## src/gpm_pkg.sv

```systemverilog
// Behaviour
// - Direction bit 1 makes the pin an input with port driver off.
// - Direction bit 0 drives the pin from its output latch bit.
// - Reset sets every implemented direction bit, so all pins are inputs.
// - Pin value read returns the live pin level, not the latch.
// - Pin value write stores into the output latch, direction untouched.
// - Read-modify-write on pin value copies live levels into the latch.
// - Output latch read returns stored latch values, whatever the pins show.
// - Output latch write updates the latch exactly like a pin value write.
// - Unimplemented bits are disabled; latch, direction, pin read as zero.
// - Peripheral-owned pins stay readable; port driving is disabled.
// - Per-pin muxes give data and enable to enabled owning peripherals first.
// - With several peripherals enabled, the first-listed one takes the pin.
// - Input-only peripherals leave the port driver; latch reaches their input.
// - Interrupt, timer clock, capture, fault inputs accept latch-driven levels.
// - Serial peripherals fully own their pins; latch and direction ignored.
package gpm_pkg;

    localparam int          GPM_PINS       = 16;
    localparam int          GPM_SLOTS      = 2;
    localparam int          GPM_AW         = 8;
    localparam int          GPM_DW         = 32;

    localparam logic [7:0]  GPM_OFF_DIR    = 8'h00;
    localparam logic [7:0]  GPM_OFF_PIN    = 8'h04;
    localparam logic [7:0]  GPM_OFF_LAT    = 8'h08;
    localparam logic [7:0]  GPM_OFF_ANA    = 8'h0C;

    localparam logic [15:0] GPM_IMPL_DEF   = 16'hFFFF;
    localparam logic [15:0] GPM_ACAP_DEF   = 16'h00FF;
    localparam logic [15:0] GPM_LAT_RST    = 16'h0000;
    localparam logic [15:0] GPM_ANA_RST    = 16'h0000;

    localparam logic [1:0]  GPM_RESP_OKAY  = 2'h0;
    localparam logic [1:0]  GPM_RESP_SLV   = 2'h2;

endpackage

```

## src/gpm_pin_mux.sv

```systemverilog
`timescale 1ns/1ns
`default_nettype none
module gpm_pin_mux #(
    parameter int N = gpm_pkg::GPM_PINS,
    parameter int S = gpm_pkg::GPM_SLOTS
) (
    // Port controls
    input  wire logic [N-1:0]   dir,
    input  wire logic [N-1:0]   lat,
    input  wire logic [N-1:0]   impl,
    // Peripherals, slot 0 first in priority
    input  wire logic [S*N-1:0] per_en,
    input  wire logic [S*N-1:0] per_own,
    input  wire logic [S*N-1:0] per_do,
    input  wire logic [S*N-1:0] per_oe,
    // Pad drive
    output logic      [N-1:0]   pad_o,
    output logic      [N-1:0]   pad_e
);
    genvar p;
    generate
        for (p = 0; p < N; p++) begin : g_pin
            always_comb begin
                logic hit;
                hit = 1'b0;
                pad_o[p] = lat[p];
                pad_e[p] = ~dir[p];
                for (int s = 0; s < S; s++) begin
                    if (!hit && per_en[s*N+p]) begin
                        hit = 1'b1;
                        if (per_own[s*N+p]) begin
                            pad_o[p] = per_do[s*N+p];
                            pad_e[p] = per_oe[s*N+p];
                        end
                    end
                end
                if (!impl[p]) begin
                    pad_o[p] = 1'b0;
                    pad_e[p] = 1'b0;
                end
            end
        end
    endgenerate
endmodule
`default_nettype wire

```

## src/gpm_port.sv

```systemverilog
// The address map and register access over AXI4-Lite were left to the implementer.
`timescale 1ns/1ns
`default_nettype none
module gpm_port
    import gpm_pkg::*;
#(
    parameter int          N    = gpm_pkg::GPM_PINS,
    parameter int          S    = gpm_pkg::GPM_SLOTS,
    parameter logic [15:0] IMPL = gpm_pkg::GPM_IMPL_DEF,
    parameter logic [15:0] ACAP = gpm_pkg::GPM_ACAP_DEF
) (
    // Clock and reset
    input  wire logic                  aclk,
    input  wire logic                  aresetn,
    // Write address
    input  wire logic [GPM_AW-1:0]     s_axi_awaddr,
    input  wire logic [2:0]            s_axi_awprot,
    input  wire logic                  s_axi_awvalid,
    output logic                       s_axi_awready,
    // Write data
    input  wire logic [GPM_DW-1:0]     s_axi_wdata,
    input  wire logic [GPM_DW/8-1:0]   s_axi_wstrb,
    input  wire logic                  s_axi_wvalid,
    output logic                       s_axi_wready,
    // Write response
    output logic [1:0]                 s_axi_bresp,
    output logic                       s_axi_bvalid,
    input  wire logic                  s_axi_bready,
    // Read address
    input  wire logic [GPM_AW-1:0]     s_axi_araddr,
    input  wire logic [2:0]            s_axi_arprot,
    input  wire logic                  s_axi_arvalid,
    output logic                       s_axi_arready,
    // Read data
    output logic [GPM_DW-1:0]          s_axi_rdata,
    output logic [1:0]                 s_axi_rresp,
    output logic                       s_axi_rvalid,
    input  wire logic                  s_axi_rready,
    // Pads
    input  wire logic [N-1:0]          pad_i,
    output logic      [N-1:0]          pad_o,
    output logic      [N-1:0]          pad_oe,
    // Peripherals, slot 0 first in priority
    input  wire logic [S*N-1:0]        per_en,
    input  wire logic [S*N-1:0]        per_own,
    input  wire logic [S*N-1:0]        per_do,
    input  wire logic [S*N-1:0]        per_oe,
    output logic      [N-1:0]          per_din
);
    import gpm_pkg::*;

    ////////////////////////////////////////////////////////////////////
    // Storage

    logic [N-1:0]        impl_mask;
    logic [N-1:0]        acap_mask;
    logic [N-1:0]        dir_reg;
    logic [N-1:0]        lat_reg;
    logic [N-1:0]        ana_reg;
    logic [N-1:0]        sync1_reg;
    logic [N-1:0]        sync2_reg;
    logic [N-1:0]        live;
    logic [N-1:0]        mux_o;
    logic [N-1:0]        mux_e;

    logic                aw_full_reg;
    logic                w_full_reg;
    logic [GPM_AW-1:0]   aw_addr_reg;
    logic [GPM_DW-1:0]   w_data_reg;
    logic [GPM_DW/8-1:0] w_strb_reg;
    logic                do_write;
    logic                do_read;

    assign impl_mask = IMPL[N-1:0];
    assign acap_mask = ACAP[N-1:0];

    ////////////////////////////////////////////////////////////////////
    // Helpers

    function automatic logic [N-1:0] merge(
        input logic [N-1:0]        old,
        input logic [GPM_DW-1:0]   data,
        input logic [GPM_DW/8-1:0] strb
    );
        logic [GPM_DW-1:0] w;
        w = {{(GPM_DW-N){1'b0}}, old};
        for (int b = 0; b < GPM_DW/8; b++) begin
            if (strb[b]) begin
                w[b*8 +: 8] = data[b*8 +: 8];
            end
        end
        return w[N-1:0];
    endfunction

    function automatic logic known(input logic [GPM_AW-1:0] a);
        return (a == GPM_OFF_DIR) || (a == GPM_OFF_PIN) ||
               (a == GPM_OFF_LAT) || (a == GPM_OFF_ANA);
    endfunction

    ////////////////////////////////////////////////////////////////////
    // Pin synchroniser

    always_ff @(posedge aclk) begin
        if (!aresetn) begin
            sync1_reg <= '0;
            sync2_reg <= '0;
        end else begin
            sync1_reg <= pad_i;
            sync2_reg <= sync1_reg;
        end
    end

    // Digital level, masked for unimplemented and analog-mode pins
    assign live = sync2_reg & impl_mask & (ana_reg | ~acap_mask);

    always_ff @(posedge aclk) begin
        if (!aresetn) begin
            per_din <= '0;
        end else begin
            per_din <= live;
        end
    end

    ////////////////////////////////////////////////////////////////////
    // Write channels

    assign do_write = aw_full_reg && w_full_reg && !s_axi_bvalid;

    always_ff @(posedge aclk) begin
        if (!aresetn) begin
            aw_full_reg   <= 1'b0;
            aw_addr_reg   <= '0;
            s_axi_awready <= 1'b1;
        end else if (s_axi_awvalid && s_axi_awready) begin
            aw_full_reg   <= 1'b1;
            aw_addr_reg   <= s_axi_awaddr;
            s_axi_awready <= 1'b0;
        end else if (do_write) begin
            aw_full_reg   <= 1'b0;
        end else if (s_axi_bvalid && s_axi_bready) begin
            s_axi_awready <= 1'b1;
        end
    end

    always_ff @(posedge aclk) begin
        if (!aresetn) begin
            w_full_reg   <= 1'b0;
            w_data_reg   <= '0;
            w_strb_reg   <= '0;
            s_axi_wready <= 1'b1;
        end else if (s_axi_wvalid && s_axi_wready) begin
            w_full_reg   <= 1'b1;
            w_data_reg   <= s_axi_wdata;
            w_strb_reg   <= s_axi_wstrb;
            s_axi_wready <= 1'b0;
        end else if (do_write) begin
            w_full_reg   <= 1'b0;
        end else if (s_axi_bvalid && s_axi_bready) begin
            s_axi_wready <= 1'b1;
        end
    end

    always_ff @(posedge aclk) begin
        if (!aresetn) begin
            s_axi_bvalid <= 1'b0;
            s_axi_bresp  <= GPM_RESP_OKAY;
        end else if (do_write) begin
            s_axi_bvalid <= 1'b1;
            s_axi_bresp  <= known(aw_addr_reg) ? GPM_RESP_OKAY
                                               : GPM_RESP_SLV;
        end else if (s_axi_bready) begin
            s_axi_bvalid <= 1'b0;
        end
    end

    ////////////////////////////////////////////////////////////////////
    // Control registers

    always_ff @(posedge aclk) begin
        if (!aresetn) begin
            dir_reg <= '1;
        end else if (do_write && aw_addr_reg == GPM_OFF_DIR) begin
            dir_reg <= merge(dir_reg, w_data_reg, w_strb_reg) | ~impl_mask;
        end
    end

    // Pin value and latch writes share one path into the latch
    always_ff @(posedge aclk) begin
        if (!aresetn) begin
            lat_reg <= GPM_LAT_RST[N-1:0];
        end else if (do_write && (aw_addr_reg == GPM_OFF_PIN ||
                                  aw_addr_reg == GPM_OFF_LAT)) begin
            lat_reg <= merge(lat_reg, w_data_reg, w_strb_reg)
                       & impl_mask;
        end
    end

    always_ff @(posedge aclk) begin
        if (!aresetn) begin
            ana_reg <= GPM_ANA_RST[N-1:0];
        end else if (do_write && aw_addr_reg == GPM_OFF_ANA) begin
            ana_reg <= merge(ana_reg, w_data_reg, w_strb_reg) & acap_mask;
        end
    end

    ////////////////////////////////////////////////////////////////////
    // Read channel

    assign do_read = s_axi_arvalid && s_axi_arready;

    always_ff @(posedge aclk) begin
        if (!aresetn) begin
            s_axi_arready <= 1'b1;
        end else if (do_read) begin
            s_axi_arready <= 1'b0;
        end else if (s_axi_rvalid && s_axi_rready) begin
            s_axi_arready <= 1'b1;
        end
    end

    always_ff @(posedge aclk) begin
        if (!aresetn) begin
            s_axi_rvalid <= 1'b0;
            s_axi_rresp  <= GPM_RESP_OKAY;
            s_axi_rdata  <= '0;
        end else if (do_read) begin
            s_axi_rvalid <= 1'b1;
            s_axi_rresp  <= known(s_axi_araddr) ? GPM_RESP_OKAY
                                                : GPM_RESP_SLV;
            s_axi_rdata  <= '0;
            case (s_axi_araddr)
                GPM_OFF_DIR: begin
                    s_axi_rdata[N-1:0] <= dir_reg & impl_mask;
                end
                GPM_OFF_PIN: begin
                    s_axi_rdata[N-1:0] <= live;
                end
                GPM_OFF_LAT: begin
                    s_axi_rdata[N-1:0] <= lat_reg;
                end
                GPM_OFF_ANA: begin
                    s_axi_rdata[N-1:0] <= ana_reg;
                end
                default: begin
                    s_axi_rdata <= '0;
                end
            endcase
        end else if (s_axi_rready) begin
            s_axi_rvalid <= 1'b0;
        end
    end
    // A bitwise update written back through the pin value offset
    // carries the live levels read above into the latch.

    ////////////////////////////////////////////////////////////////////
    // Pad drive

    gpm_pin_mux #(
        .N (N),
        .S (S)
    ) u_mux (
        .dir     (dir_reg),
        .lat     (lat_reg),
        .impl    (impl_mask),
        .per_en  (per_en),
        .per_own (per_own),
        .per_do  (per_do),
        .per_oe  (per_oe),
        .pad_o   (mux_o),
        .pad_e   (mux_e)
    );

    // Input-only slots keep the port drive, so latch reaches them via pad
    always_ff @(posedge aclk) begin
        if (!aresetn) begin
            pad_o  <= '0;
            pad_oe <= '0;
        end else begin
            pad_o  <= mux_o;
            pad_oe <= mux_e;
        end
    end

endmodule
`default_nettype wire

```

## config.mk

```make
export PLATFORM = sky130hd
export DESIGN_NAME = gpm_port
export DESIGN_NICKNAME = d
export VERILOG_FILES = /design/src/gpm_pkg.sv /design/src/gpm_pin_mux.sv /design/src/gpm_port.sv
export SDC_FILE = /design/constraint.sdc
export NUM_CORES = 1
export LEC_CHECK = 0
export ABC_AREA = 0
export BUFFER_PORTS_ARGS = -buffer_cell sky130_fd_sc_hd__buf_2
export CAP_MARGIN = 20
export CELL_PAD_IN_SITES_DETAIL_PLACEMENT = 2
export CELL_PAD_IN_SITES_GLOBAL_PLACEMENT = 2
export CORE_AREA = 2 2 160 193
export DETAILED_ROUTE_END_ITERATION = 7
export DIE_AREA = 0 0 162 195
export PLACE_DENSITY_LB_ADDON = 0.3
export SYNTH_ARGS = -nofsm -noshare
export SYNTH_HDL_FRONTEND = slang
export SYNTH_HIERARCHICAL = 1
export SYNTH_SLANG_ARGS = --single-unit
```

## constraint.sdc

```tcl
create_clock -name aclk -period 1.7 [get_ports aclk]
set_input_delay 0.17 -clock aclk [delete_from_list [all_inputs] [get_ports aclk]]
set_output_delay 0.17 -clock aclk [all_outputs]
set_load 0.01 [all_outputs]
```

* After elaboration in Yosys (flattened, before gate mapping) *
Cells that the tools add are included.

word-level totals
  bits in registers = 173
  latch bits = 0
  memory bits (writable) = 0
  memory bits (read-only) = 0
  input bits = 209
  memories = 0

cells by class
  $add $sub $neg = 0
  multiply operators = 0
  divide/modulo/power cells = 0
  magnitude comparators = 0
  equality and inequality tests = 8
  shifts and indexed selects = 0
  mux-type cells = 160
  bitwise logic cells = 17
  reduce and logical (&&, ||, !) cells = 66

operator list
  kind                                                                      count
  1-bit 2-to-1 mux                                                          157
  16-bit one-hot mux with 4 select lines                                    1
  8-bit by 4-bit equality test with 1-bit output (second input constant)    4
  1-bit logical AND                                                         26
  1-bit zero test                                                           17
  16-bit bitwise AND                                                        1
  8-bit by 3-bit equality test with 1-bit output (second input constant)    2
  8-bit zero test                                                           2
  1-bit inverter                                                            16
  2-bit AND reduction                                                       7
  2-bit nonzero test                                                        7
  1-bit logical OR                                                          7
  2-bit 2-to-1 mux                                                          2
  2-bit by 1-bit inequality test with 1-bit output (second input constant)  2

* Depth between registers and ports, before layout *
Gate-level depths: netlist of run 1.

  word-level depth = 5
  mapped depth = 5

* Modules after synthesis *
The synthesis of run 1 kept the hierarchy.

modules (own cells, without submodules)
  module       times used  cells an instance  area each (um^2)
  gpm_port     1           614                6217.2
  gpm_pin_mux  1           158                1093.5

* Worst setup path before layout of run 1 *
No wires, ideal clock.

  kind = reg2reg
  from = reg aw_addr_reg[0]
  to = reg lat_reg[0]
  arrival = 1723 ps
  required time = 1581 ps
  setup slack = -142 ps
  stages on the path, launching flop included = 6
  buffers on the path = 2
  cells stage by stage = dfxtp_1 > or4_4 > buf_6 > or4_4 > buf_6 > mux2i_1

between the ends
  word-level cells in the longest chain between the ends = 4
  elaborated cells between the ends (all ways) = 5

RTL lines
  item                                                                                                              line                              RTL
  start: declaration                                                                                                gpm_port.sv:68                    logic [GPM_AW-1:0] aw_addr_reg;
  start signal: assignment                                                                                          gpm_port.sv:136                   aw_addr_reg <= s_axi_awaddr;
  8-bit by 3-bit equality test with 1-bit output or 8-bit by 4-bit equality test with 1-bit output (tied branches)  gpm_port.sv:191, gpm_port.sv:192
  1-bit logical OR (*)                                                                                              gpm_port.sv:191                   end else if (do_write && (aw_addr_reg == GPM_OFF_PIN ||
  1-bit logical AND (*)                                                                                             gpm_port.sv:191
  2-bit AND reduction (no line) (*)                                                                                 -
  end signal: assignment                                                                                            gpm_port.sv:190                   lat_reg <= GPM_LAT_RST[N-1:0];
  end signal: assignment                                                                                            gpm_port.sv:193                   lat_reg <= merge(lat_reg, w_data_reg, w_strb_reg)
  end: declaration                                                                                                  gpm_port.sv:58                    logic [N-1:0] lat_reg;

Every way passes the cells marked *; elsewhere a longest branch is shown, timed or not.
A chain may end at the register's enable or synchronous reset.

* Worst setup path in the final report of run 1 *
  from = reg aw_addr_reg[0]
  to = reg lat_reg[4]

The elaborated chain is that of the path after synthesis.

==> impl_metrics.env, run 1 <==
export IMPL_combPwrFrac_pct=11.6
export IMPL_ioPinCount=298
export IMPL_critPathMaxStageDelay_ns=0.62
export IMPL_p_int_uw=6779
export IMPL_core_um2=29530
export IMPL_dp_hpwl_mm=17.88
export IMPL_slowest_stage="or4_4"
export IMPL_cp_common_cell="or4_4"
export IMPL_ir_drop_mv=0.4364
export IMPL_grt_max_degree=63
export IMPL_reg2reg_to="lat_reg[4]$_SDFFE_PN0P_"
export IMPL_powerDensity_nw_per_um2=887.5
export IMPL_dieHeight_um=195
export IMPL_syn_inst=772
export IMPL_regToRegStartpoint="aw_addr_reg[0]$_SDFFE_PN0P_"
export IMPL_grt_pass1_wl_mm=38.32
export IMPL_met2WireLength_mm=12.58
export IMPL_drt_initial_drc_count=207
export IMPL_antenna_found_initial=0
export IMPL_seqPwrFrac_pct=45.7
export IMPL_fin_skew_ns=0.01303
export IMPL_endpoint_kind="flip-flop"
export IMPL_design_die_area_um2=31590
export IMPL_cts_root_buf="clkbuf_16"
export IMPL_clkTransAtPathRegs_ns=0.07
export IMPL_grt_pass1_vias=7062
export IMPL_sw_frac_of_total_pct=26.01
export IMPL_fin_nets=1330
export IMPL_num_rows=69
export IMPL_p_sw_uw=2382
export IMPL_slew_violations=0
export IMPL_ys_types=36
export IMPL_portBuffers=255
export IMPL_critPathMaxFanout=8
export IMPL_fin_crit_ns=1.784
export IMPL_timing_fmax_ghz=0.5606
export IMPL_initial_utilization_pct=24.76
export IMPL_stdcell_area_um2=10320
export IMPL_tns_ns=-0.7902
export IMPL_clock_latency_ns=0.44
export IMPL_maxCapViolCount=0
export IMPL_wl_met3_mm=1.056
export IMPL_synth_commonest_cells="171 x dfxtp_1, 140 x nand2_1, 75 x and2_1"
export IMPL_synth_top_cell_by_area="dfxtp_1"
export IMPL_dr_pass1_iters=4
export IMPL_critPathRequiredTime_ns=2.01
export IMPL_synth_top_area_share_pct=46.83
export IMPL_worst_slack_ns=-0.08376
export IMPL_rsz0062_at_grt="yes"
export IMPL_cts_sinks=171
export IMPL_worstSetupPathType="flip-flop to flip-flop"
export IMPL_min_to="s_axi_awready$_SDFFE_PN1P_"
export IMPL_htree_levels=4
export IMPL_diodes=0
export IMPL_synthFlopType="dfxtp_1"
export IMPL_synth_area_per_cell_um2=9.470
export IMPL_clkPwrFrac_pct=42.8
export IMPL_whs_path_depth=2
export IMPL_fin_crit_sh_pct=104.9
export IMPL_critPathLaunchType="flip-flop"
export IMPL_synth_most_common_cell="dfxtp_1"
export IMPL_cts_made_buffers=17
export IMPL_status="finished, violations left"
export IMPL_synth_seq_cells=171
export IMPL_hold_class="input pin to flip-flop"
export IMPL_synth_edf_count=0
export IMPL_highest_layer="met4"
export IMPL_area_growth_pct=41.19
export IMPL_synth_seq_area_share_pct=46.83
export IMPL_ys_async_sr_fraction_pct=0
export IMPL_yosys_warnings=6
export IMPL_hold_viol_final=0
export IMPL_post_drt_via_cell_ratio=4.364
export IMPL_cp_cell_sequence="or4_4 > or4_4 > mux2i_1"
export IMPL_p_leak_uw=0.004785
export IMPL_antenna_left=0
export IMPL_place_area_um2=9309
export IMPL_reg2reg_slack_ns=-0.08
export IMPL_synth_area_um2=7311
export IMPL_drive_gt1_share_pct=30.78
export IMPL_yosys_top_cells_area="dfxtp_1 47%, mux2i_1 8.8%, nand2_1 7.2%"
export IMPL_drc=0
export IMPL_via_count=6651
export IMPL_arrival_ns=2.10
export IMPL_grt_total_usage_pct=15.60
export IMPL_grt_overflow=0
export IMPL_tightest_slew_ns=0.7918
export IMPL_wirelength_mm=24.41
export IMPL_setup_violations=17
export IMPL_cts_tree="yes"
export IMPL_slew_limit_headroom_pct=47.10
export IMPL_routabilityCongestion=0.7449
export IMPL_wl_per_cell_um=16.01
export IMPL_clock_path_buffers=2
export IMPL_violations="negative setup slack"
export IMPL_met1Wirelength_mm=10.49
export IMPL_p_total_uw=9161
export IMPL_worstHoldStart="aresetn"
export IMPL_die_w_um=162
export IMPL_reg2reg_depth=3
cells in the final DEF, fill, tap and decap left out, types with 8 or more instances in the layout:
master	count
a21boi_0	29
clkbuf_16	17
o22ai_1	14
nor2b_1	33
buf_2	254
nand3b_4	16
nand3_1	17
o221ai_1	8
dlygate4sd3_1	42
buf_4	17
nand2b_1	12
mux2_2	8
o21ai_1	16
and2_1	75
o21ai_0	23
conb_1	64
a31oi_1	16
nand2_1	140
a21oi_1	37
mux2i_1	64
a2bb2oi_1	8
dfxtp_1	168
and3_1	9
final cells by class:
type                       count  area, um^2
clock buffer                  19       452.9
clock inverter                13       130.1
fill                        3396       19200
inverter                       2       7.507
multi-input combinational    606        3824
sequential                   171        3427
tap                          390       488.0
timing repair buffer         323        1993
logic make-up (layout without fill, tap and decap cells):
family	after synthesis	count (layout)	synth area share, %
other cells	2	64	0.1027
flops	171	171	46.83
mux	72	72	9.995
xor+xnor	1	1	0.1198
simple gates	316	316	26.00
compound gates	153	153	12.90
buf+inv	57	357	4.056
power groups by stage:
stage | Sequential, uW | Clock (uW) | Combinational (uW)
after floorplan | 4280 | 0 | 518
after global placement | 4270 | 0 | 950
after detailed placement | 4280 | 0 | 975
after CTS | 4180 | 4060 | 1070
after global routing | 4200 | 4250 | 1180
final | 4180 | 3920 | 1060
what timing repair did:
| action | in CTS | in global routing |
|---|---|---|
| hold buffers | 41 | 1 |
| endpoints found under the hold margin | 41 | 1 |
| gates cloned | 0 | 0 |
| pin swaps | 2 | 0 |
| gates resized for setup | 1 | 3 |
| endpoints found under the setup margin | 34 | 41 |
| buffers inserted | 0 | 0 |
per-layer routing:
layer | vias to the layer above | track usage, %
met2 | 167 | 27.90
met4 | 0 | 4.195
met5 | - | 0
met1 | 3194 | 18.80
li1 | 3272 | -
met3 | 18 | 3.335
worst max-delay path: cells and delay by family, from the launching register on:
kind	cells	cell delay (ns)
DFF	1	0.32
and+or+nand+nor	2	1.17
muxes	1	0.16
worst max path at each step:
| stage | from | cells after the start | to |
|---|---|---|---|
| floorplan | aw_addr_reg[0]$_SDFFE_PN0P_ | 5 | lat_reg[0]$_SDFFE_PN0P_ |
| global placement | aw_addr_reg[0]$_SDFFE_PN0P_ | 4 | s_axi_bresp[1]$_SDFFE_PN0P_ |
| detailed placement | aw_addr_reg[0]$_SDFFE_PN0P_ | 5 | dir_reg[8]$_SDFFE_PN1P_ |
| CTS | aw_addr_reg[0]$_SDFFE_PN0P_ | 3 | lat_reg[4]$_SDFFE_PN0P_ |
| global route | aw_addr_reg[0]$_SDFFE_PN0P_ | 3 | lat_reg[7]$_SDFFE_PN0P_ |
| finish | aw_addr_reg[0]$_SDFFE_PN0P_ | 3 | lat_reg[4]$_SDFFE_PN0P_ |
per-stage QoR:
step / util [%] / hold slack, ns / std cells / setup slack (ns)
2_1_floorplan: - / 0.2973 / 834 / -0.1097
4_1_cts: 34.91 / 0.005169 / 1523 / -0.09621
3_3_place_gp: 31.53 / 0.3789 / 1450 / -0.03487
6_report: 34.96 / 0.02839 / 1524 / -0.08376
5_1_grt: 34.96 / 0.02491 / 1524 / -0.1510
3_5_place_dp: 31.53 / 0.3822 / 1450 / -0.08957
No activity file was read; power rests on OpenSTA's default activity.
==> inputs of run 2 (changes only) <==
Settings changed: CORE_AREA 2 2 160 193 to 3 3 152 184, DIE_AREA 0 0 162 195 to 0 0 155 187.
Clock period 1.7 ns to 2 ns, I/O delays scaled along.
==> run 2 against run 1 <==
Net effect:
- the flow now finishes without violations
- total power fell by 16%
- utilization increased by 2.9 points
- hold slack got worse by 0.0042 ns
- clock skew shrank 0.0015 ns
- critical endpoint is now dir_reg[7]$_SDFFE_PN1P_
- highest routed layer is now met5
==> impl_metrics.env, run 2 (same netlist as run 1, synthesis figures left out) <==
export IMPL_cts_tree="yes"
export IMPL_p_leak_uw=0.004652
export IMPL_cts_made_buffers=17
export IMPL_final_cell_mix="254 x buf_2, 171 x dfxtp_1, 140 x nand2_1, 75 x and2_1"
export IMPL_dp_hpwl_mm=17.40
export IMPL_endpoint_kind="flip-flop"
export IMPL_core_um2=26270
export IMPL_via_count=6535
export IMPL_rsz0062_at_grt="no"
export IMPL_wirelength_mm=23.66
export IMPL_fin_skew_ns=0.01153
export IMPL_post_route_util_pct=37.88
export IMPL_slew_violations=0
export IMPL_dieHeight_um=187
export IMPL_antenna_left=0
export IMPL_worstSetupPathType="flip-flop to flip-flop"
export IMPL_htree_levels=4
export IMPL_dr_pass1_iters=4
export IMPL_hold_viol_final=0
export IMPL_grt_overflow=0
export IMPL_hold_class="input pin to flip-flop"
export IMPL_portBuffers=255
export IMPL_wl_per_cell_um=16.37
export IMPL_maxCapViolCount=0
export IMPL_status="complete, no violations"
export IMPL_final_cells=1445
export IMPL_min_to="w_data_reg[11]$_SDFFE_PN0P_"
export IMPL_cts_root_buf="clkbuf_16"
export IMPL_critPathLaunchType="flip-flop"
export IMPL_area_growth_pct=36.09
export IMPL_setup_violations=0
export IMPL_clock_path_buffers=2
export IMPL_critPathMaxFanout=8
export IMPL_tns_ns=0
export IMPL_drc=0
export IMPL_clkTransAtPathRegs_ns=0.07
export IMPL_worstHoldStart="s_axi_wdata[11]"
export IMPL_reg2reg_to="dir_reg[7]$_SDFFE_PN1P_"
export IMPL_cts_sinks=171
export IMPL_powerDensity_nw_per_um2=770.3
export IMPL_timing_fmax_ghz=0.5345
export IMPL_tightest_slew_ns=0.7398
export IMPL_post_drt_via_cell_ratio=4.522
export IMPL_layout_commonest_cell="buf_2"
export IMPL_regToRegStartpoint="aw_addr_reg[0]$_SDFFE_PN0P_"
export IMPL_fin_crit_ns=1.871
export IMPL_antenna_found_initial=1
export IMPL_ir_drop_mv=0.4222
export IMPL_fin_nets=1306
export IMPL_fin_crit_sh_pct=93.55
export IMPL_clock_latency_ns=0.43
export IMPL_reg2reg_depth=5
export IMPL_grt_pass1_wl_mm=37.58
export IMPL_num_rows=65
export IMPL_drive_gt1_share_pct=30.36
export IMPL_arrival_ns=2.22
export IMPL_ioPinCount=298
export IMPL_die_w_um=155
export IMPL_drt_initial_drc_count=217
export IMPL_whs_path_depth=3
export IMPL_reg2reg_slack_ns=0.13
export IMPL_initial_utilization_pct=27.83
export IMPL_grt_pass1_vias=7141
export IMPL_grt_max_degree=98
export IMPL_design_die_area_um2=28990
export IMPL_diodes=0
export IMPL_place_inst=1387
export IMPL_critPathRequiredTime_ns=2.34
export IMPL_slew_limit_headroom_pct=50.58
export IMPL_routabilityCongestion=0.7133
export IMPL_grt_total_usage_pct=16.22
[run 2: final cells by class]
type	count	area, um^2
Clock buffer	19	442.9
Fill cell	2979	16320
Tap cell	335	419.2
Inverter	2	7.507
Sequential cell	171	3423
Timing Repair Buffer	299	1699
Multi-Input combinational cell	606	3824
Clock inverter	13	133.9
[run 2: routing by layer]
layer | global-route usage (%) | share of wire [%] | vias to the layer above
li1 | - | - | 3222
met1 | 18.40 | 41 | 3110
met2 | 30.20 | 53 | 175
met3 | 3.541 | 4.8 | 26
met4 | 4.519 | 1.4 | 2
met5 | 0 | 0.085 | -
[run 2: worst max-delay path, stage by stage (launching register included)]
cell     delay, ns
dfxtp_1       0.31
or4_4         0.55
buf_4         0.20
nor4_4        0.20
buf_4         0.26
mux2i_1       0.26
[run 2: metrics by stage]
step / total power (uW) / cell area, um^2 / hold WS [ns] / setup slack, ns
3_3_place_gp: 4411 / 9112 / 0.4072 / 0.2185
2_1_floorplan: 4078 / 7543 / 0.3273 / 0.1581
5_1_grt: 8051 / 9950 / 0.01710 / 0.05198
6_report: 7664 / 9950 / 0.02421 / 0.1291
4_1_cts: 7809 / 9950 / 0.002252 / 0.09651
3_5_place_dp: 4443 / 9112 / 0.4118 / 0.1197
[run 2: where the power goes]
group | internal (uW) | switching [uW] | leakage (uW)
Sequential | 3500 | 51.5 | 0.00139
Combinational | 408 | 436 | 0.00298
Clock | 1780 | 1480 | 0.000280
[run 2: worst max path at each step]
stage,from,slack (ns),end,cells after the start
after floorplan,aw_addr_reg[0]$_SDFFE_PN0P_,0.16,lat_reg[0]$_SDFFE_PN0P_,5
after global placement,aw_addr_reg[0]$_SDFFE_PN0P_,0.22,lat_reg[10]$_SDFFE_PN0P_,5
after detailed placement,aw_addr_reg[0]$_SDFFE_PN0P_,0.12,dir_reg[7]$_SDFFE_PN1P_,5
after CTS,aw_addr_reg[0]$_SDFFE_PN0P_,0.1,dir_reg[7]$_SDFFE_PN1P_,5
after global routing,aw_addr_reg[0]$_SDFFE_PN0P_,0.05,dir_reg[7]$_SDFFE_PN1P_,5
final,aw_addr_reg[0]$_SDFFE_PN0P_,0.13,dir_reg[7]$_SDFFE_PN1P_,5
[run 2: timing repair]
action / in CTS / in global routing
gates resized for setup: 0 / 0
hold buffers: 26 / 0
hold endpoints to repair: 26 / 0
setup buffers: 0 / 0
